**src/trcc_pkg.sv**
```systemverilog
// trcc_pkg: register indices, field positions, reset values and timing counts
package trcc_pkg;

	////////////////////////////////////////////////////////////////////////////
	// register indices (byte address on the bus is four times the index)
	localparam logic [7:0]  IDX_CAP_EN_FLAGS = 8'h92;
	localparam logic [7:0]  IDX_CAP_EDGE     = 8'h93;
	localparam logic [7:0]  IDX_CAP_FILT     = 8'h94;
	localparam logic [7:0]  IDX_IRQ_EN       = 8'hA8;
	localparam logic [7:0]  IDX_TMR_CTRL     = 8'hC8;
	localparam logic [7:0]  IDX_TMR_MODE     = 8'hC9;
	localparam logic [7:0]  IDX_RLD_LO       = 8'hCA;
	localparam logic [7:0]  IDX_RLD_HI       = 8'hCB;
	localparam logic [7:0]  IDX_CNT_LO       = 8'hCC;
	localparam logic [7:0]  IDX_CNT_HI       = 8'hCD;
	localparam logic [7:0]  IDX_CAP0_LO      = 8'hE4;
	localparam logic [7:0]  IDX_CAP0_HI      = 8'hE5;
	localparam logic [7:0]  IDX_CAP1_LO      = 8'hE6;
	localparam logic [7:0]  IDX_CAP1_HI      = 8'hE7;
	localparam logic [7:0]  IDX_CAP2_LO      = 8'hED;
	localparam logic [7:0]  IDX_CAP2_HI      = 8'hEE;

	////////////////////////////////////////////////////////////////////////////
	// field positions
	localparam int          CTRL_FLAG_BIT    = 7;
	localparam int          CTRL_RUN_BIT     = 2;
	localparam int          CTRL_MODE_BIT    = 0;
	localparam int          MODE_RLD_EN_BIT  = 7;
	localparam int          MODE_CAP_CLR_BIT = 3;
	localparam int          MODE_CMP_CLR_BIT = 2;
	localparam int          CAP_EN_LSB       = 4;
	localparam int          CAP_FLAG_LSB     = 0;
	localparam int          FILT_EN_LSB      = 4;
	localparam int          IRQ_CAP_EN_BIT   = 0;
	localparam int          IRQ_GLB_EN_BIT   = 1;

	////////////////////////////////////////////////////////////////////////////
	// writable-bit masks; other bits read as zero
	localparam logic [7:0]  CAP_EN_FLAGS_MASK = 8'h77;
	localparam logic [7:0]  CAP_EDGE_MASK     = 8'h3F;
	localparam logic [7:0]  CAP_FILT_MASK     = 8'h70;
	localparam logic [7:0]  TMR_CTRL_MASK     = 8'h85;
	localparam logic [7:0]  TMR_MODE_MASK     = 8'h8F;
	localparam logic [7:0]  IRQ_EN_MASK       = 8'h03;

	////////////////////////////////////////////////////////////////////////////
	// reset values and counter constants
	localparam logic [7:0]  REG_RST          = 8'h00;
	localparam logic [15:0] CNT_RST          = 16'h0000;
	localparam logic [15:0] CNT_CLEAR        = 16'h0000;
	localparam logic [15:0] CNT_MAX          = 16'hFFFF;

	////////////////////////////////////////////////////////////////////////////
	// encodings
	localparam logic [1:0]  EDGE_FALL        = 2'h0;
	localparam logic [1:0]  EDGE_RISE        = 2'h1;
	localparam logic [1:0]  EDGE_ANY         = 2'h2;
	localparam logic [1:0]  TRIG_OVF         = 2'h0;
	localparam logic [1:0]  TRIG_CAP0        = 2'h1;
	localparam logic [1:0]  TRIG_CAP1        = 2'h2;
	localparam logic [1:0]  TRIG_CAP2        = 2'h3;

	////////////////////////////////////////////////////////////////////////////
	// timing: shortest accepted pulse, as time and as clock cycles (rounded up)
	localparam int          CLK_PERIOD_NS    = 10;
	localparam int          FILT_MIN_NS      = 40;
	localparam int          FILT_CYCLES      = (FILT_MIN_NS + CLK_PERIOD_NS - 1) / CLK_PERIOD_NS;
	localparam logic [2:0]  FILT_CNT_LAST    = 3'(FILT_CYCLES - 1);

	////////////////////////////////////////////////////////////////////////////
	// sizes
	localparam int          NUM_CH           = 3;
	localparam int          ADDR_W           = 10;

endpackage : trcc_pkg

```
**src/trcc_chan.sv**
```systemverilog
// trcc_chan: one capture input channel with glitch filter and edge detector
module trcc_chan (
	// clock and reset
	input  wire logic       core_clk,
	input  wire logic       rstn,
	// pin and channel controls
	input  wire logic       pin_in,
	input  wire logic       chan_en,
	input  wire logic       filt_en,
	input  wire logic [1:0] edge_sel,
	// one-cycle capture event
	output logic            cap_evt
);

	logic [2:0] run_q;
	logic       lvl_q;
	logic       prev_q;
	logic       rise;
	logic       fall;
	logic       hit;

	////////////////////////////////////////////////////////////////////////////
	// four-cycle glitch filter
	// the level moves only after the pin has differed for four samples in a row
	always_ff @(posedge core_clk or negedge rstn) begin
		if (!rstn) begin
			lvl_q <= 1'b0;
			run_q <= 3'h0;
		end else if (!filt_en || pin_in == lvl_q) begin
			lvl_q <= pin_in;
			run_q <= 3'h0;
		end else if (run_q == trcc_pkg::FILT_CNT_LAST) begin
			lvl_q <= pin_in;
			run_q <= 3'h0;
		end else begin
			run_q <= run_q + 3'h1;
		end
	end

	// edge history on the filtered level
	always_ff @(posedge core_clk or negedge rstn) begin
		if (!rstn) begin
			prev_q <= 1'b0;
		end else begin
			prev_q <= lvl_q;
		end
	end

	assign rise = lvl_q & ~prev_q;
	assign fall = ~lvl_q & prev_q;

	always_comb begin
		unique case (edge_sel)
			trcc_pkg::EDGE_FALL: hit = fall;
			trcc_pkg::EDGE_RISE: hit = rise;
			trcc_pkg::EDGE_ANY:  hit = rise | fall;
			default:             hit = 1'b0;
		endcase
	end

	assign cap_evt = chan_en & hit;
endmodule : trcc_chan

```
**src/trcc_cap.sv**
```systemverilog
// trcc_cap: one 16-bit capture result register pair
module trcc_cap (
	// clock and reset
	input  wire logic        core_clk,
	input  wire logic        rstn,
	// capture load
	input  wire logic        load,
	input  wire logic [15:0] cnt_val,
	// software byte writes
	input  wire logic        wr_lo,
	input  wire logic        wr_hi,
	input  wire logic [7:0]  wdata,
	// stored result
	output logic      [15:0] cap_q
);

	// a capture beats a software write in the same cycle
	always_ff @(posedge core_clk or negedge rstn) begin
		if (!rstn) begin
			cap_q <= trcc_pkg::CNT_RST;
		end else if (load) begin
			cap_q <= cnt_val;
		end else if (wr_lo) begin
			cap_q <= {cap_q[15:8], wdata};
		end else if (wr_hi) begin
			cap_q <= {wdata, cap_q[7:0]};
		end
	end
endmodule : trcc_cap

```
**src/trcc_top.sv**
```systemverilog
// trcc_top: 16-bit reload/compare timer with three-channel input capture
//
// Notes on behaviour
// - mode bit clear selects auto-reload; pair holds the reload value
// - with reload enable, selected event copies reload pair into counter
// - trigger select field at mode bits 1:0 picks overflow or capture channel
// - auto-reload with capture auto-clear: capture clears counter, no reload
// - mode bit set selects compare; pair holds the compare value
// - in compare mode counter equal to compare sets the overflow/match flag
// - compare auto-clear resets counter to zero after a match
// - three independent capture channels, each on its own pin, one counter
// - per-channel filter enable at bits 6:4 rejects pulses under four cycles
// - per-channel edge code: 00 falling, 01 rising, 10 either, 11 reserved
// - channel acts only while its enable bit (bits 6:4) is set
// - selected edge copies the counter into that channel's capture pair
// - selected edge sets channel flag at bit 0, 1 or 2
// - one capture interrupt when any flag set and both enables set
// - in auto-reload mode, capture auto-clear zeroes counter on the same clock edge that stores the value
// - capture control registers reset to zero
// - trigger 00 overflow; 01, 10, 11 capture channel 0, 1, 2
// - overflow/match flag cleared only by software
// - run bit low holds the counter except for writes, capture clear and capture reload; high resumes counting
//
// Register access over Avalon-MM was left to the implementer.
module trcc_top (
	// clock and reset
	input  wire logic                        core_clk,
	input  wire logic                        rstn,
	// register bus
	input  wire logic [trcc_pkg::ADDR_W-1:0] avs_address,
	input  wire logic                        avs_read,
	input  wire logic                        avs_write,
	input  wire logic [31:0]                 avs_writedata,
	input  wire logic [3:0]                  avs_byteenable,
	output logic      [31:0]                 avs_readdata,
	output logic                             avs_waitrequest,
	// capture pins
	input  wire logic                        capture_in_0,
	input  wire logic                        capture_in_1,
	input  wire logic                        capture_in_2,
	// interrupt request
	output logic                             capture_irq
);

	logic [7:0]  cap_ctl_q;
	logic [7:0]  edge_q;
	logic [7:0]  filt_q;
	logic [7:0]  ctrl_q;
	logic [7:0]  mode_q;
	logic [1:0]  irq_en_q;
	logic [15:0] rld_q;
	logic [15:0] cnt_q;
	logic [15:0] cnt_d;
	logic        ack_q;
	logic        irq_q;
	logic [31:0] rdata_q;
	logic [7:0]  idx;
	logic [7:0]  wbyte;
	logic [7:0]  rd_byte;
	logic        req;
	logic        wr_acc;
	logic [2:0]  pins;
	logic [2:0]  cap_evt;
	logic [15:0] cap_val [trcc_pkg::NUM_CH];
	logic [2:0]  wr_cap_lo;
	logic [2:0]  wr_cap_hi;
	logic        wr_cnt_lo;
	logic        wr_cnt_hi;
	logic        wr_ctrl;
	logic        run;
	logic        cmp_mode;
	logic        ovf;
	logic        match;
	logic        reload_evt;
	logic        cap_clr;
	logic        reload;
	logic        cmp_clr;
	logic        any_cap;

	////////////////////////////////////////////////////////////////////////////
	// bus slave: one wait cycle, then the access completes
	assign idx             = avs_address[trcc_pkg::ADDR_W-1:2];
	assign wbyte           = avs_writedata[7:0];
	assign req             = avs_read | avs_write;
	assign avs_waitrequest = ~ack_q;
	assign avs_readdata    = rdata_q;
	assign wr_acc          = avs_write & ack_q & avs_byteenable[0];

	// ack pulses for one cycle per request so back-to-back accesses stay apart
	always_ff @(posedge core_clk or negedge rstn) begin
		if (!rstn) begin
			ack_q <= 1'b0;
		end else begin
			ack_q <= req & ~ack_q;
		end
	end

	// read data captured in the wait cycle and held while waitrequest is low
	always_ff @(posedge core_clk or negedge rstn) begin
		if (!rstn) begin
			rdata_q <= 32'h0000_0000;
		end else if (avs_read && !ack_q) begin
			rdata_q <= {24'h00_0000, rd_byte};
		end
	end

	// read mux; unmapped indices read as zero
	always_comb begin
		unique case (idx)
			trcc_pkg::IDX_CAP_EN_FLAGS: rd_byte = cap_ctl_q;
			trcc_pkg::IDX_CAP_EDGE:     rd_byte = edge_q;
			trcc_pkg::IDX_CAP_FILT:     rd_byte = filt_q;
			trcc_pkg::IDX_IRQ_EN:       rd_byte = {6'h00, irq_en_q};
			trcc_pkg::IDX_TMR_CTRL:     rd_byte = ctrl_q;
			trcc_pkg::IDX_TMR_MODE:     rd_byte = mode_q;
			trcc_pkg::IDX_RLD_LO:       rd_byte = rld_q[7:0];
			trcc_pkg::IDX_RLD_HI:       rd_byte = rld_q[15:8];
			trcc_pkg::IDX_CNT_LO:       rd_byte = cnt_q[7:0];
			trcc_pkg::IDX_CNT_HI:       rd_byte = cnt_q[15:8];
			trcc_pkg::IDX_CAP0_LO:      rd_byte = cap_val[0][7:0];
			trcc_pkg::IDX_CAP0_HI:      rd_byte = cap_val[0][15:8];
			trcc_pkg::IDX_CAP1_LO:      rd_byte = cap_val[1][7:0];
			trcc_pkg::IDX_CAP1_HI:      rd_byte = cap_val[1][15:8];
			trcc_pkg::IDX_CAP2_LO:      rd_byte = cap_val[2][7:0];
			trcc_pkg::IDX_CAP2_HI:      rd_byte = cap_val[2][15:8];
			default:                    rd_byte = 8'h00;
		endcase
	end

	// write strobes
	assign wr_cnt_lo = wr_acc && idx == trcc_pkg::IDX_CNT_LO;
	assign wr_cnt_hi = wr_acc && idx == trcc_pkg::IDX_CNT_HI;
	assign wr_ctrl   = wr_acc && idx == trcc_pkg::IDX_TMR_CTRL;
	assign wr_cap_lo = {wr_acc && idx == trcc_pkg::IDX_CAP2_LO,
		wr_acc && idx == trcc_pkg::IDX_CAP1_LO, wr_acc && idx == trcc_pkg::IDX_CAP0_LO};
	assign wr_cap_hi = {wr_acc && idx == trcc_pkg::IDX_CAP2_HI,
		wr_acc && idx == trcc_pkg::IDX_CAP1_HI, wr_acc && idx == trcc_pkg::IDX_CAP0_HI};

	////////////////////////////////////////////////////////////////////////////
	// capture control registers
	// all three reset to zero
	// hardware sets flags; a set in the clear cycle wins
	always_ff @(posedge core_clk or negedge rstn) begin
		if (!rstn) begin
			cap_ctl_q <= trcc_pkg::REG_RST;
		end else begin
			cap_ctl_q <= ((wr_acc && idx == trcc_pkg::IDX_CAP_EN_FLAGS)
				? (wbyte & trcc_pkg::CAP_EN_FLAGS_MASK) : cap_ctl_q)
				| {5'h00, cap_evt};
		end
	end

	always_ff @(posedge core_clk or negedge rstn) begin
		if (!rstn) begin
			edge_q <= trcc_pkg::REG_RST;
		end else if (wr_acc && idx == trcc_pkg::IDX_CAP_EDGE) begin
			edge_q <= wbyte & trcc_pkg::CAP_EDGE_MASK;
		end
	end

	always_ff @(posedge core_clk or negedge rstn) begin
		if (!rstn) begin
			filt_q <= trcc_pkg::REG_RST;
		end else if (wr_acc && idx == trcc_pkg::IDX_CAP_FILT) begin
			filt_q <= wbyte & trcc_pkg::CAP_FILT_MASK;
		end
	end

	// interrupt enables
	always_ff @(posedge core_clk or negedge rstn) begin
		if (!rstn) begin
			irq_en_q <= 2'h0;
		end else if (wr_acc && idx == trcc_pkg::IDX_IRQ_EN) begin
			irq_en_q <= wbyte[1:0] & trcc_pkg::IRQ_EN_MASK[1:0];
		end
	end

	////////////////////////////////////////////////////////////////////////////
	// timer control, mode and reload/compare pair
	// flag set by overflow or match, cleared only by a write
	always_ff @(posedge core_clk or negedge rstn) begin
		if (!rstn) begin
			ctrl_q <= trcc_pkg::REG_RST;
		end else begin
			ctrl_q <= (wr_ctrl ? (wbyte & trcc_pkg::TMR_CTRL_MASK) : ctrl_q)
				| {ovf | match, 7'h00};
		end
	end

	always_ff @(posedge core_clk or negedge rstn) begin
		if (!rstn) begin
			mode_q <= trcc_pkg::REG_RST;
		end else if (wr_acc && idx == trcc_pkg::IDX_TMR_MODE) begin
			mode_q <= wbyte & trcc_pkg::TMR_MODE_MASK;
		end
	end

	always_ff @(posedge core_clk or negedge rstn) begin
		if (!rstn) begin
			rld_q <= trcc_pkg::CNT_RST;
		end else if (wr_acc && idx == trcc_pkg::IDX_RLD_LO) begin
			rld_q <= {rld_q[15:8], wbyte};
		end else if (wr_acc && idx == trcc_pkg::IDX_RLD_HI) begin
			rld_q <= {wbyte, rld_q[7:0]};
		end
	end

	////////////////////////////////////////////////////////////////////////////
	// counter events
	assign run      = ctrl_q[trcc_pkg::CTRL_RUN_BIT];
	assign cmp_mode = ctrl_q[trcc_pkg::CTRL_MODE_BIT];
	assign any_cap  = |cap_evt;
	assign ovf      = run && cnt_q == trcc_pkg::CNT_MAX;
	// match while counting up in compare mode
	assign match    = cmp_mode && run && cnt_q == rld_q;

	always_comb begin
		unique case (mode_q[1:0])
			trcc_pkg::TRIG_OVF:  reload_evt = ovf;
			trcc_pkg::TRIG_CAP0: reload_evt = cap_evt[0];
			trcc_pkg::TRIG_CAP1: reload_evt = cap_evt[1];
			trcc_pkg::TRIG_CAP2: reload_evt = cap_evt[2];
		endcase
	end

	// capture clear beats reload in auto-reload mode
	assign cap_clr = !cmp_mode && mode_q[trcc_pkg::MODE_CAP_CLR_BIT] && any_cap;
	assign reload  = !cmp_mode && mode_q[trcc_pkg::MODE_RLD_EN_BIT] && reload_evt && !cap_clr;
	assign cmp_clr = mode_q[trcc_pkg::MODE_CMP_CLR_BIT] && match;

	// software byte writes take priority over every hardware update
	always_comb begin
		if (wr_cnt_lo) begin
			cnt_d = {cnt_q[15:8], wbyte};
		end else if (wr_cnt_hi) begin
			cnt_d = {wbyte, cnt_q[7:0]};
		// clear on the same edge that stores the value
		end else if (cap_clr) begin
			cnt_d = trcc_pkg::CNT_CLEAR;
		end else if (reload) begin
			cnt_d = rld_q;
		end else if (cmp_clr) begin
			cnt_d = trcc_pkg::CNT_CLEAR;
		end else if (run) begin
			cnt_d = cnt_q + 16'h0001;
		end else begin
			cnt_d = cnt_q;
		end
	end

	always_ff @(posedge core_clk or negedge rstn) begin
		if (!rstn) begin
			cnt_q <= trcc_pkg::CNT_RST;
		end else begin
			cnt_q <= cnt_d;
		end
	end

	////////////////////////////////////////////////////////////////////////////
	// capture channels
	assign pins = {capture_in_2, capture_in_1, capture_in_0};

	for (genvar ch = 0; ch < trcc_pkg::NUM_CH; ch++) begin : g_ch
		trcc_chan u_chan (
			.core_clk (core_clk),
			.rstn     (rstn),
			.pin_in   (pins[ch]),
			.chan_en  (cap_ctl_q[trcc_pkg::CAP_EN_LSB + ch]),
			.filt_en  (filt_q[trcc_pkg::FILT_EN_LSB + ch]),
			.edge_sel (edge_q[2*ch +: 2]),
			.cap_evt  (cap_evt[ch])
		);
		trcc_cap u_cap (
			.core_clk (core_clk),
			.rstn     (rstn),
			.load     (cap_evt[ch]),
			.cnt_val  (cnt_q),
			.wr_lo    (wr_cap_lo[ch]),
			.wr_hi    (wr_cap_hi[ch]),
			.wdata    (wbyte),
			.cap_q    (cap_val[ch])
		);
	end

	////////////////////////////////////////////////////////////////////////////
	// shared capture interrupt, registered
	always_ff @(posedge core_clk or negedge rstn) begin
		if (!rstn) begin
			irq_q <= 1'b0;
		end else begin
			irq_q <= (|cap_ctl_q[2:0]) && irq_en_q[trcc_pkg::IRQ_CAP_EN_BIT]
				&& irq_en_q[trcc_pkg::IRQ_GLB_EN_BIT];
		end
	end
	assign capture_irq = irq_q;
endmodule : trcc_top

```
**config.mk**
```make
export PLATFORM = sky130hd
export DESIGN_NAME = trcc_top
export DESIGN_NICKNAME = d
export VERILOG_FILES = /design/src/trcc_pkg.sv /design/src/trcc_chan.sv /design/src/trcc_cap.sv /design/src/trcc_top.sv
export SDC_FILE = /design/constraint.sdc
export NUM_CORES = 1
export LEC_CHECK = 0
export BUFFER_PORTS_ARGS = -buffer_cell sky130_fd_sc_hd__buf_4
export CORE_MARGIN = 2
export CORE_UTILIZATION = 60
export CTS_CLUSTER_SIZE = 20
export DETAILED_ROUTE_END_ITERATION = 10
export PLACE_DENSITY = 0.82
export SLEW_MARGIN = 20
export SYNTH_ARGS = -nofsm -noshare
export SYNTH_HDL_FRONTEND = slang
export SYNTH_SLANG_ARGS = --single-unit
```
**constraint.sdc**
```tcl
create_clock -name core_clk -period 3.58 [get_ports core_clk]
set_input_delay 0.716 -clock core_clk [delete_from_list [all_inputs] [get_ports core_clk]]
set_output_delay 0.716 -clock core_clk [all_outputs]
set_load 0.05 [all_outputs]
```
-- Yosys cells after proc, flatten, opt, wreduce, memory -nomap -nowiden
Cells that the tools add are included.
- register bits: 137
- output and inout port bits: 34
- word-level logic and storage cells: 192
- add/sub/neg operators: 4
- equal/unequal tests: 37
- muxes and demuxes: 35
- bitwise gates (word level): 28
- reductions and logical operators: 60
- operators with widths (operator ; count):
    $mux W16 ; 14
    $eq A8 B8 Y1 const B ; 16
    $pmux W8 S16 ; 1
    $mux W8 ; 4
    $logic_and A1 B1 Y1 ; 28
    $mux W3 ; 6
    $reduce_bool A2 Y1 ; 9
    $add A16 B1 Y16 const B ; 1
    $eq A16 B16 Y1 ; 1
    $eq A16 B16 Y1 const B ; 1
    $and A1 B1 Y1 ; 12
    $reduce_and A2 Y1 ; 6
    $eq A2 B2 Y1 const B ; 5
    $reduce_bool A5 Y1 ; 2
    $add A3 B1 Y3 const B ; 3
    $eq A3 B2 Y1 const B ; 3
    $not A1 Y1 ; 9
    $pmux W1 S3 ; 3
    $eq A2 B1 Y1 const B ; 4
    $logic_not A2 Y1 ; 4
    $or A8 B3 Y8 ; 1
    $or A8 B8 Y8 ; 1
    $logic_not A1 Y1 ; 6
    $mux W1 ; 6
    7 further kinds ; 18

-- Depth between registers and ports, before layout
Gate-level depths: netlist of run 1.
- depth in word-level cells: 13
- gate-level depth with buffers: 12
- gate-level depth less buffers: 10

-- Modules after synthesis
Synthesis of run 1 repeated with hierarchy kept, for this count alone.
- cell total of the unflattened synthesis: 843
- area total of the unflattened synthesis: 8309.2 µm²
- by module, submodules not included (module ; times used ; cells each ; area an instance (µm²)):
    trcc_top ; 1 ; 537 ; 4852.2
    trcc_cap ; 3 ; 78 ; 884.6
    trcc_chan ; 3 ; 24 ; 267.8

-- Worst setup path before layout of run 1
Ideal clock, no wire load.
- kind: input to register
- from: input avs_address[2] (netlist bit)
- to: register rdata_q[7], in the netlist avs_readdata[7]
- setup time: 0.118 ns
- arrival: 2.359 ns
- data required time: 3.462 ns
- slack: 1.103 ns
- cell stages on the path: 6
- buffers on the path: 2
- path through: buf_2 buf_1 mux4_2 a222oi_1 a21oi_1 a21o_1
- longest elaborated chain between the ends: 2
- elaborated cells between the ends (all ways): 17
- those cells by class: eq/ne (16); mux (1)
- ends and longest elaborated chain (element ; RTL line ; source):
    start, declared ; trcc_top.sv:30 ; input wire logic [trcc_pkg::ADDR_W-1:0] avs_address,
    $eq A8 B8 Y1 ; trcc_top.sv:109 ; unique case (idx)
    $pmux W8 S16 (*) ; trcc_top.sv:109 ;
    end signal, assigned ; trcc_top.sv:103 ; rdata_q <= {24'h00_0000, rd_byte};
    end, declared ; trcc_top.sv:56 ; logic [31:0] rdata_q;
Mark *: on every way between the ends. The rest lies on a longest branch, timed or not.
A chain may end at the register's enable or synchronous reset.

-- Final worst setup path of run 1
- from: register cnt_q[1]
- to: register cnt_q[7]
- longest elaborated chain between the ends: 9
- elaborated cells between the ends (all ways): 17
- those cells by class: add/sub (1); eq/ne (2); mux (7); reduce/logical (7)
- ends and longest elaborated chain (element ; RTL line ; source):
    start, declared ; trcc_top.sv:52 ; logic [15:0] cnt_q;
    start signal, assigned ; trcc_top.sv:253 ; cnt_q <= trcc_pkg::CNT_RST;
    start signal, assigned ; trcc_top.sv:255 ; cnt_q <= cnt_d;
    branches (longest 9 deep; another with $add A16 B1 Y16) ; n/a ;
Parallel ways; which one is timed is not known. The select of a mux whose other input is x is not followed.

==> impl_metrics.py, run 1 <==
metrics = {
    "flow_run": {
        "cap_violations": 0,
    },
    "logic_synthesis": {
        "synth.top_cell.area_share_pct": 43.05,
        "ys_seq_area_share_pct": 43.05,
        "async_flop_share_pct": 100.0,
        "synth_area_sq_um": 7556,
        "synthTopCellsByArea": "dfrtp_1 (43%), mux2i_1 (6.9%), mux2_2 (5.8%), nand2_1 (4.5%), o21ai_0 (4.2%)",
        "yosys.area.top_type": "dfrtp_1",
        "yosysWarnings": 0,
        "syn_inst": 774,
        "ys.flop_type": "dfrtp_1",
        "synth_edf_count": 0,
        "ys_ff_latch": 130,
        "synth.distinct_cells": 65,
        "synth.avg_cell_area_sq_um": 9.762,
    },
    "timing": {
        "min_period_over_period_pct": 84.30,
        "slew_viol_final": 0,
        "rsz0062_at_grt": "false",
        "min_period_ns": 3.018,
        "tightest_slew_ns": 0.8305,
        "setup_viol": 0,
        "whs_ns": 0.3825,
        "fmax_ghz": 0.3314,
        "hold_violations": 0,
        "finClkSkew_ns": 0.01075,
        "setup-tns-final_ns": 0,
        "slew_headroom_pct": 44.21,
    },
    "cells_and_area": {
        "layout-drive-gt1-share_pct": 18.00,
        "fin_nets": 852,
        "final_util_pct": 69.54,
        "syn_to_final_growth_pct": 11.92,
        "antenna-diode-count": 0,
    },
    "detailed_routing": {
        "viasPerCell": 6.519,
        "ant_nets": 0,
        "post-route-drc-count": 0,
        "drt_first_iter_violations": 947,
        "wl_per_cell_microns": 23.15,
        "vias": 6310,
        "detail_route.first_pass.iterations": 7,
        "routed_wl_microns": 22410,
    },
    "setup_path": {
        "r2r_cells": 8,
        "worst_setup_path_end_kind": "flip-flop",
        "worstSetupPathType": "reg -> reg",
        "crit_required_ns": 3.84,
        "worst-endpoint-arrival_ns": 3.28,
        "start_kind": "flip-flop",
        "critPathMaxFanout": 16,
    },
    "global_routing": {
        "grt_overflow": 0,
        "grt_start_max_net_pins": 60,
        "antenna_found_initial": 0,
        "grt_util_all_layers_pct": 35.78,
        "grt_pass1_wl_microns": 35420,
        "grt_pass1_vias": 6296,
    },
    "power": {
        "max-vdd-ir-drop_mv": 0.4237,
        "power_density_nw_per_um2": 500.0,
        "power.total_mw": 4.228,
        "leakage_nw": 3.525,
    },
    "clock_network": {
        "htreeDepth": 4,
        "cts_resized": 0,
        "clock_latency_ns": 0.43,
        "cts_made_buffers": 17,
        "postCtsSetupBuffers": 0,
        "clk_pin_slew_ns": 0.06,
        "cts.sinks": 130,
        "cts_buffer_depth": 2,
        "cts_tree": "built",
        "cts-root-buf": "clkbuf_16",
        "cts_hold_buf": 0,
    },
    "die": {
        "dieArea_sq_um": 13510,
        "die_height_microns": 116.2,
        "die_w_microns": 116.2,
        "io_pins": 87,
        "fp-row-count": 40,
        "initial_core_util_pct": 62.13,
        "coreArea_sq_um": 12160,
    },
    "run_status": {
        "status": "completed",
    },
    "worst_hold_path": {
        "hp-class": "in -> async",
    },
    "placement": {
        "gp_congestion": 0.9748,
        "dp_hpwl_microns": 15360,
        "io_buffers": 33,
    },
}
[worst paths after layout]
kind                                                          end                               from  slack, ns
max in group asynchronous             avs_readdata[7]$_DFFE_PN0P_                               rstn       2.38
worst min-delay path            g_ch[0].u_chan.run_q[2]$_DFF_PN0_                               rstn       0.38
worst max register to register               cnt_q[7]$_DFFE_PN0P_               cnt_q[1]$_DFFE_PN0P_       0.56
worst min register to register  g_ch[0].u_chan.run_q[0]$_DFF_PN0_  g_ch[0].u_chan.run_q[0]$_DFF_PN0_       0.43
min in group core_clk           g_ch[0].u_chan.run_q[0]$_DFF_PN0_  g_ch[0].u_chan.run_q[0]$_DFF_PN0_       0.43
worst max-delay path                         cnt_q[7]$_DFFE_PN0P_               cnt_q[1]$_DFFE_PN0P_       0.56
[power by group]
| part | internal, mW | switching [mW] |
|---|---|---|
| combinational | 0.244 | 0.430 |
| clock | 1.20 | 0.611 |
| sequential | 1.59 | 0.157 |
| total | 3.03 | 1.20 |
[cell type report]
| type | instances | area (sq um) |
|---|---|---|
| multi-input cells | 564 | 3879 |
| fillers | 923 | 3705 |
| flip-flops and latches | 130 | 3253 |
| clock buffers | 26 | 519.2 |
| repair buffers | 54 | 417.9 |
| well taps | 168 | 210.2 |
| clock inverters | 4 | 95.09 |
| inverters | 22 | 82.58 |
[registers in the layout, indices dropped and copies added (netlist names)]
register            count
g_ch.u_cap.cap_q       48
cnt_q                  16
rld_q                  16
g_ch.u_chan.run_q       9
avs_readdata            8
cap_ctl_q               6
edge_q                  6
mode_q                  5
ctrl_q                  3
filt_q                  3
g_ch.u_chan.lvl_q       3
g_ch.u_chan.prev_q      3
irq_en_q                2
ack_q                   1
capture_irq             1
[cells by family after synthesis]
kind of cell               synth area share [%]
xor gates and xnor gates                  3.593
buffers and inverters                     6.756
DFF                                       43.05
and+or+nand+nor                           15.91
other                                   0.04963
adders and majority gates                 1.656
muxes                                     15.09
AOI/OAI and AO/OA                         13.89
[worst max-delay path, cell delays in order (launching register included)]
cell,delay (ns)
dfrtp_1,0.36
ha_1,0.24
nand3_1,0.20
nor3_2,0.40
nand3_1,0.24
o22ai_1,0.26
o21ai_1,0.24
a31oi_2,0.72
a31oi_1,0.18
[per-stage QoR]
step,cell area [sq um],setup WS (ns),std cells
global route,8457,0.3642,968
CTS,8457,0.6594,968
finish,8457,0.5621,968
floorplan,7642,1.103,797
global placement,7843,0.6709,938
detailed placement,7843,0.5889,938
[cells in the final DEF (no fill, tap or decap), types with 20 or more instances in the layout]
cell type | Yosys | routed
dfrtp_1 | 130 | 130
inv_1 | 22 | 22
nand3_1 | 20 | 20
nor2_1 | 42 | 42
o21ai_0 | 64 | 64
buf_4 | 26 | 53
conb_1 | 1 | 24
nor3_1 | 21 | 21
nand2_1 | 90 | 90
mux2_2 | 39 | 39
mux2i_1 | 52 | 52
[layer usage]
metal | GRT usage [%] | up-vias | wire [microns]
met3 | 10.48 | 83 | 2392
met4 | 14.92 | 0 | 890
met2 | 56.98 | 415 | 10600
met1 | 46.11 | 3072 | 8524
li1 | - | 2740 | -
met5 | 0 | - | 0
[cell usage after synthesis, types with 2 or more instances]
master and number:
nor2_1 42, nand2_1 90, a31oi_1 17, o21ai_1 9, nor3_1 21, ha_1 10
and4b_1 3, o21ai_0 64, nand4bb_1 2, and4_1 2, nand3_1 20, dfrtp_1 130
mux4_2 8, a21o_1 6, nor2_2 4, nand4_1 6, nor2b_1 3, xnor2_1 16
buf_4 26, a21boi_1 2, a32oi_1 2, xor2_1 15, a22o_1 5, mux2i_1 52
nor3_2 3, and3_1 7, inv_1 22, a211o_1 5, nand2b_1 8, a221oi_1 7
a222oi_1 11, mux2_2 39, nor4_1 5, a21oi_1 8, buf_1 2, clkbuf_1 37
buf_2 15, and2_1 16, a22oi_1 8
No activity file was read; power rests on OpenSTA's default activity.
==> run 2: changes to the inputs <==
CORE_UTILIZATION = 59   (was 60)
PLACE_DENSITY = 0.8   (was 0.82)
clock period = 3.11 ns   (was 3.58 ns; I/O delays follow)
==> run 2 against run 1 <==
Register-to-register slack got worse by 0.04 ns. Maximum frequency increased by 17%. Power is 13% higher. Global-route usage down 1.3 points. Routed wire length decreased by 1.3%. Largest power group unchanged. Sequential power increased by 13%. Cell count increased by 2.9%. Combinational power increased by 18%. Via count increased by 3.2%. Clock-buffer cell count down 8. Die area increased by 1.6%. Critical endpoint is now cnt_q[9]$_DFFE_PN0P_. Non-clock buffer count increased by 22.
==> impl_metrics.py, run 2 (same netlist as run 1, synthesis figures left out) <==
metrics = {
    "detailed_routing": {
        "drt_first_iter_violations": 1029,
        "viasPerCell": 6.537,
        "post-route-drc-count": 0,
        "detail_route.first_pass.iterations": 9,
        "vias": 6511,
        "ant_nets": 0,
        "routed_wl_microns": 22130,
        "wl_per_cell_microns": 22.22,
    },
    "timing": {
        "min_period_ns": 2.585,
        "setup_ws_ns": 0.5246,
        "min_period_over_period_pct": 83.13,
        "rsz0062_at_grt": "false",
        "slew_viol_final": 0,
        "slew_headroom_pct": 47.13,
        "setup_viol": 0,
        "tightest_slew_ns": 0.7858,
        "setup-tns-final_ns": 0,
        "hold_violations": 0,
        "finClkSkew_ns": 0.01006,
        "fmax_ghz": 0.3868,
        "whs_ns": 0.2523,
    },
    "cells_and_area": {
        "layout-drive-gt1-share_pct": 20.75,
        "antenna-diode-count": 0,
        "mostFrequentLayoutCell": "dfrtp_1",
        "fin_area_sq_um": 8633,
        "final_cell_mix": "dfrtp_1 (130), nand2_1 (90), buf_4 (73)",
        "regMostFlops": "g_ch.u_cap.cap_q",
        "final_util_pct": 68.69,
        "largestRegisters": "g_ch.u_cap.cap_q (48), cnt_q (16), rld_q (16)",
        "largest_reg_flops": 48,
        "fin_nets": 874,
        "syn_to_final_growth_pct": 14.26,
    },
    "placement": {
        "placed_area_sq_um": 8038,
        "gp_congestion": 0.9495,
        "dp_hpwl_microns": 15400,
        "io_buffers": 33,
        "dp_slack_ns": 0.3136,
    },
    "clock_network": {
        "cts.sinks": 130,
        "clk_pin_slew_ns": 0.06,
        "cts-root-buf": "clkbuf_16",
        "postCtsSetupBuffers": 0,
        "cts_hold_buf": 0,
        "cts_made_buffers": 17,
        "cts_tree": "built",
        "clock_latency_ns": 0.43,
        "htreeDepth": 4,
        "cts_buffer_depth": 2,
        "cts_resized": 0,
    },
    "setup_path": {
        "r2r-end": "cnt_q[9]$_DFFE_PN0P_",
        "worst_setup_path_end_kind": "flip-flop",
        "r2r_setup_slack_ns": 0.52,
        "start_kind": "flip-flop",
        "worstSetupPathType": "reg -> reg",
        "critPathMaxFanout": 12,
        "worst-endpoint-arrival_ns": 2.89,
        "r2r_cells": 11,
        "r2r-start": "g_ch[1].u_chan.lvl_q$_DFFE_PN0P_",
        "crit_required_ns": 3.41,
    },
    "power": {
        "internal_power_mw": 3.336,
        "switching_share_pct": 30.25,
        "max-vdd-ir-drop_mv": 0.3987,
        "pwr-share-comb_pct": 16.5,
        "clockPowerShare_pct": 42.2,
        "seq_power_share_pct": 41.3,
        "power_density_nw_per_um2": 554.0,
        "power.switching_mw": 1.447,
        "leakage_nw": 3.626,
    },
    "worst_hold_path": {
        "hp-class": "in -> async",
    },
    "global_routing": {
        "grt_util_all_layers_pct": 34.45,
        "grt_start_max_net_pins": 53,
        "grt_overflow": 0,
        "antenna_found_initial": 0,
        "grt_pass1_vias": 6393,
        "grt_pass1_wl_microns": 34870,
    },
    "die": {
        "die_w_microns": 117.2,
        "io_pins": 87,
        "fp-row-count": 41,
        "coreArea_sq_um": 12570,
        "initial_core_util_pct": 60.12,
        "die_height_microns": 117.2,
        "dieArea_sq_um": 13730,
    },
    "flow_run": {
        "cap_violations": 0,
    },
    "run_status": {
        "status": "completed",
    },
}
run 2: critical path, cell delays in order, from the launching register on:
cell and delay (ns):
dfrtp_1 0.40, inv_1 0.07, ha_1 0.17, nor2b_1 0.13
a211o_1 0.29, and2_1 0.17, o311a_4 0.43, nor2_2 0.31
a31oi_1 0.13, buf_4 0.20, nor2_1 0.10, a31oi_1 0.05
run 2: worst max-delay path by stage:
stage | start | to | slack, ns | depth (start not counted)
2_1_floorplan | avs_address[2] | avs_readdata[7]$_DFFE_PN0P_ | 0.73 | 6
3_3_place_gp | avs_address[3] | cnt_q[1]$_DFFE_PN0P_ | 0.36 | 10
3_5_place_dp | avs_address[3] | cnt_q[1]$_DFFE_PN0P_ | 0.31 | 10
4_1_cts | g_ch[1].u_chan.lvl_q$_DFFE_PN0P_ | cnt_q[9]$_DFFE_PN0P_ | 0.53 | 11
5_1_grt | g_ch[1].u_chan.lvl_q$_DFFE_PN0P_ | cnt_q[9]$_DFFE_PN0P_ | 0.36 | 11
6_report | g_ch[1].u_chan.lvl_q$_DFFE_PN0P_ | cnt_q[9]$_DFFE_PN0P_ | 0.52 | 11
run 2: metrics by stage:
step	cells	total power, mW
2_1_floorplan	797	2.492
3_3_place_gp	964	2.731
3_5_place_dp	964	2.768
4_1_cts	996	4.771
5_1_grt	996	4.932
6_report	996	4.783
run 2: final cells by class:
type | count | area (sq um)
clock buffer | 18 | 439.2
clock inverter | 14 | 156.4
fill | 926 | 3935
inverter | 22 | 82.58
multi-input combinational | 564 | 3879
sequential | 130 | 3253
tap | 172 | 215.2
timing repair buffer | 76 | 608.1
run 2: layer usage:
metal / global-route usage [%] / vias to the layer above / wire length [microns]
met5: 0 / - / 0
met4: 17.65 / 0 / 1119
met3: 10.87 / 102 / 2451
met2: 54.79 / 484 / 10370
met1: 42.41 / 3137 / 8186
li1: - / 2788 / -
run 2: power groups by stage:
stage / clock [mW] / sequential [mW] / combinational, mW
finish: 2.02 / 1.97 / 0.792
global route: 2.10 / 1.99 / 0.849
CTS: 2.02 / 1.97 / 0.780
detailed placement: 0 / 2.00 / 0.772
global placement: 0 / 1.99 / 0.744
floorplan: 0 / 1.91 / 0.586
==> run 3: changes to the inputs <==
ABC_AREA = 1   (was not set)
CORE_UTILIZATION = 54   (was 59)
PLACE_DENSITY = 0.77   (was 0.8)
clock period = 2.3 ns   (was 3.11 ns; I/O delays follow)
==> run 3 against run 2 <==
Sequential power rose by 49%. Clock skew fell by 0.0017 ns. Synthesized cell count rose by 36%. Global-route usage fell by 1.3 points. Maximum frequency rose by 21%. Sequential share of layout area fell by 2.1 points. Clock-buffer cell count rose by 2. Cell count rose by 33%. Sequential cell count did not move. Highest routed layer unchanged. First-iteration DRC count rose by 20%. Largest cell class unchanged.
==> impl_metrics.py, run 3 <==
metrics = {
    "global_routing": {
        "grt_overflow": 0,
        "grt_pass1_vias": 7161,
        "antenna_found_initial": 0,
        "grt_pass1_wl_microns": 39700,
        "grt_util_all_layers_pct": 33.13,
        "grt_start_max_net_pins": 53,
    },
    "logic_synthesis": {
        "yosysMostFrequentCell": "nand2_1",
        "yosys.area.top_type": "dfrtp_1",
        "synth_edf_count": 0,
        "synth.distinct_cells": 43,
        "synth.avg_cell_area_sq_um": 7.429,
        "synth_area_sq_um": 7838,
        "yosys-top-cells-count": "nand2_1 (291), dfrtp_1 (130), inv_1 (127)",
        "syn_inst": 1055,
        "ys.flop_type": "dfrtp_1",
        "synthTopCellsByArea": "dfrtp_1 (42%), nand2_1 (14%), inv_1 (6.1%), nor2_1 (5.9%), o221ai_1 (5.0%)",
        "ys_seq_area_share_pct": 41.51,
        "async_flop_share_pct": 100.0,
        "ys_ff_latch": 130,
        "synth.top_cell.area_share_pct": 41.51,
        "yosysWarnings": 0,
    },
    "timing": {
        "slew_viol_final": 0,
        "hold_violations": 0,
        "finClkSkew_ns": 0.008332,
        "fmax_ghz": 0.4695,
        "tightest_slew_ns": 0.9056,
        "rsz0062_at_grt": "false",
        "whs_ns": 0.2475,
        "setup-tns-final_ns": 0,
        "slew_headroom_pct": 39.40,
        "min_period_ns": 2.130,
        "setup_viol": 0,
        "min_period_over_period_pct": 92.61,
    },
    "die": {
        "io_pins": 87,
        "coreArea_sq_um": 14370,
        "dieArea_sq_um": 15490,
        "fp-row-count": 44,
        "die_w_microns": 124.5,
        "die_height_microns": 124.5,
        "initial_core_util_pct": 54.55,
    },
    "worst_hold_path": {
        "hp-class": "in -> reg",
        "worstHoldPathCells": 3,
        "min_to": "ack_q$_DFF_PN0_",
        "worstHoldStart": "avs_read",
    },
    "detailed_routing": {
        "routed_wl_microns": 25360,
        "wl_per_cell_microns": 19.21,
        "drt_first_iter_violations": 1235,
        "ant_nets": 0,
        "viasPerCell": 5.900,
        "detail_route.first_pass.iterations": 7,
        "post-route-drc-count": 0,
        "vias": 7788,
    },
    "setup_path": {
        "worstSetupPathType": "reg -> reg",
        "r2r_cells": 14,
        "critPathMaxFanout": 11,
        "worst_setup_path_end_kind": "flip-flop",
        "start_kind": "flip-flop",
        "worst-endpoint-arrival_ns": 2.50,
        "crit_required_ns": 2.67,
        "r2r-start": "g_ch[1].u_chan.lvl_q$_DFFE_PN0P_",
        "r2r-end": "cnt_q[7]$_DFFE_PN0P_",
        "r2r_setup_slack_ns": 0.17,
    },
    "placement": {
        "gp_congestion": 0.9992,
        "placed_area_sq_um": 8387,
        "io_buffers": 33,
        "dp_hpwl_microns": 18140,
    },
    "cells_and_area": {
        "largestRegisters": "g_ch.u_cap.cap_q (48), cnt_q (16), rld_q (16)",
        "fin_area_sq_um": 9156,
        "syn_to_final_growth_pct": 16.83,
        "regMostFlops": "g_ch.u_cap.cap_q",
        "final_cell_mix": "nand2_1 (289), dfrtp_1 (128), inv_1 (127)",
        "fin_nets": 1187,
        "antenna-diode-count": 0,
        "mostFrequentLayoutCell": "nand2_1",
        "final_util_pct": 63.72,
        "layout-drive-gt1-share_pct": 14.79,
        "largest_reg_flops": 48,
    },
    "run_status": {
        "status": "completed",
    },
    "clock_network": {
        "cts_buffer_depth": 2,
        "clock_latency_ns": 0.44,
        "cts.sinks": 130,
        "clk_pin_slew_ns": 0.06,
        "cts_tree": "built",
        "htreeDepth": 4,
        "cts-root-buf": "clkbuf_16",
        "cts_made_buffers": 17,
    },
    "flow_run": {
        "cap_violations": 0,
    },
    "power": {
        "max-vdd-ir-drop_mv": 0.5501,
        "power_density_nw_per_um2": 846.1,
        "leakage_nw": 4.522,
    },
}
-- run 3: layer usage --
metal / track usage (%) / wire length, microns
met1: 46.80 / 10340
met2: 48.67 / 10990
met3: 5.284 / 2529
met4: 18.64 / 1503
met5: 0 / 0
-- run 3: power breakdown --
group | leakage, nW | internal, mW | switching (mW) | total, mW
Clock | 0.327 | 2.01 | 1.07 | 3.08
Sequential | 1.52 | 2.61 | 0.323 | 2.94
Combinational | 2.67 | 0.594 | 1.14 | 1.73
-- run 3: how the worst max path moves through the flow --
stage	startpoint	end	slack, ns	depth (start not counted)
after floorplan	g_ch[1].u_chan.lvl_q$_DFFE_PN0P_	cnt_q[10]$_DFFE_PN0P_	0.44	13
after global placement	avs_address[3]	avs_readdata[7]$_DFFE_PN0P_	0.16	10
after detailed placement	g_ch[0].u_chan.lvl_q$_DFFE_PN0P_	cnt_q[0]$_DFFE_PN0P_	0.12	14
after CTS	g_ch[0].u_chan.lvl_q$_DFFE_PN0P_	cnt_q[0]$_DFFE_PN0P_	0.09	14
after global routing	g_ch[2].u_chan.lvl_q$_DFFE_PN0P_	cnt_q[0]$_DFFE_PN0P_	0.01	16
final	g_ch[1].u_chan.lvl_q$_DFFE_PN0P_	cnt_q[7]$_DFFE_PN0P_	0.17	14
-- run 3: kinds of logic (layout without fill, tap and decap cells) --
group	count (synthesis)	in the layout	synth area share [%]
xor+xnor	4	4	0.4470
buf+inv	188	245	10.47
other cells	1	24	0.04785
flops	130	130	41.51
compound gates	173	173	14.77
fa+ha+maj	10	10	1.596
simple gates	549	550	31.16
-- run 3: what timing repair did --
item | in CTS | in global routing
setup buffers | 0 | 3
gates resized for setup | 0 | 13
hold buffers | 1 | 0
endpoints found under the setup margin | 0 | 19
endpoints found under the hold margin | 46 | 0
-- run 3: area by class of cell --
cell class	count	area [sq um]
fillers	1258	5213
multi-input cells	761	3919
flip-flops and latches	130	3256
inverters	145	549.3
repair buffers	69	536.8
clock buffers	20	466.7
well taps	184	230.2
clock inverters	11	198.9
-- run 3: stage by stage --
stage / total power [mW] / std cells / worst slack (ns)
final: 7.747 / 1320 / 0.1701
after global routing: 8.096 / 1320 / 0.01103
after CTS: 7.682 / 1316 / 0.09010
after detailed placement: 4.612 / 1284 / 0.1153
after global placement: 4.564 / 1284 / 0.1566
after floorplan: 3.998 / 1078 / 0.4359
-- run 3: critical path, stage by stage, from the launching register on --
cell and delay, ns:
dfrtp_1 0.43, ha_1 0.29, nand2_1 0.07, nand2_1 0.05, o21ai_2 0.16, nand3_1 0.11, nand2_1 0.09, inv_1 0.06
nand2_4 0.15, nand3_4 0.19, nand2_1 0.14, nand2_1 0.06, nor2_1 0.12, nor2_1 0.06, nor2_1 0.07
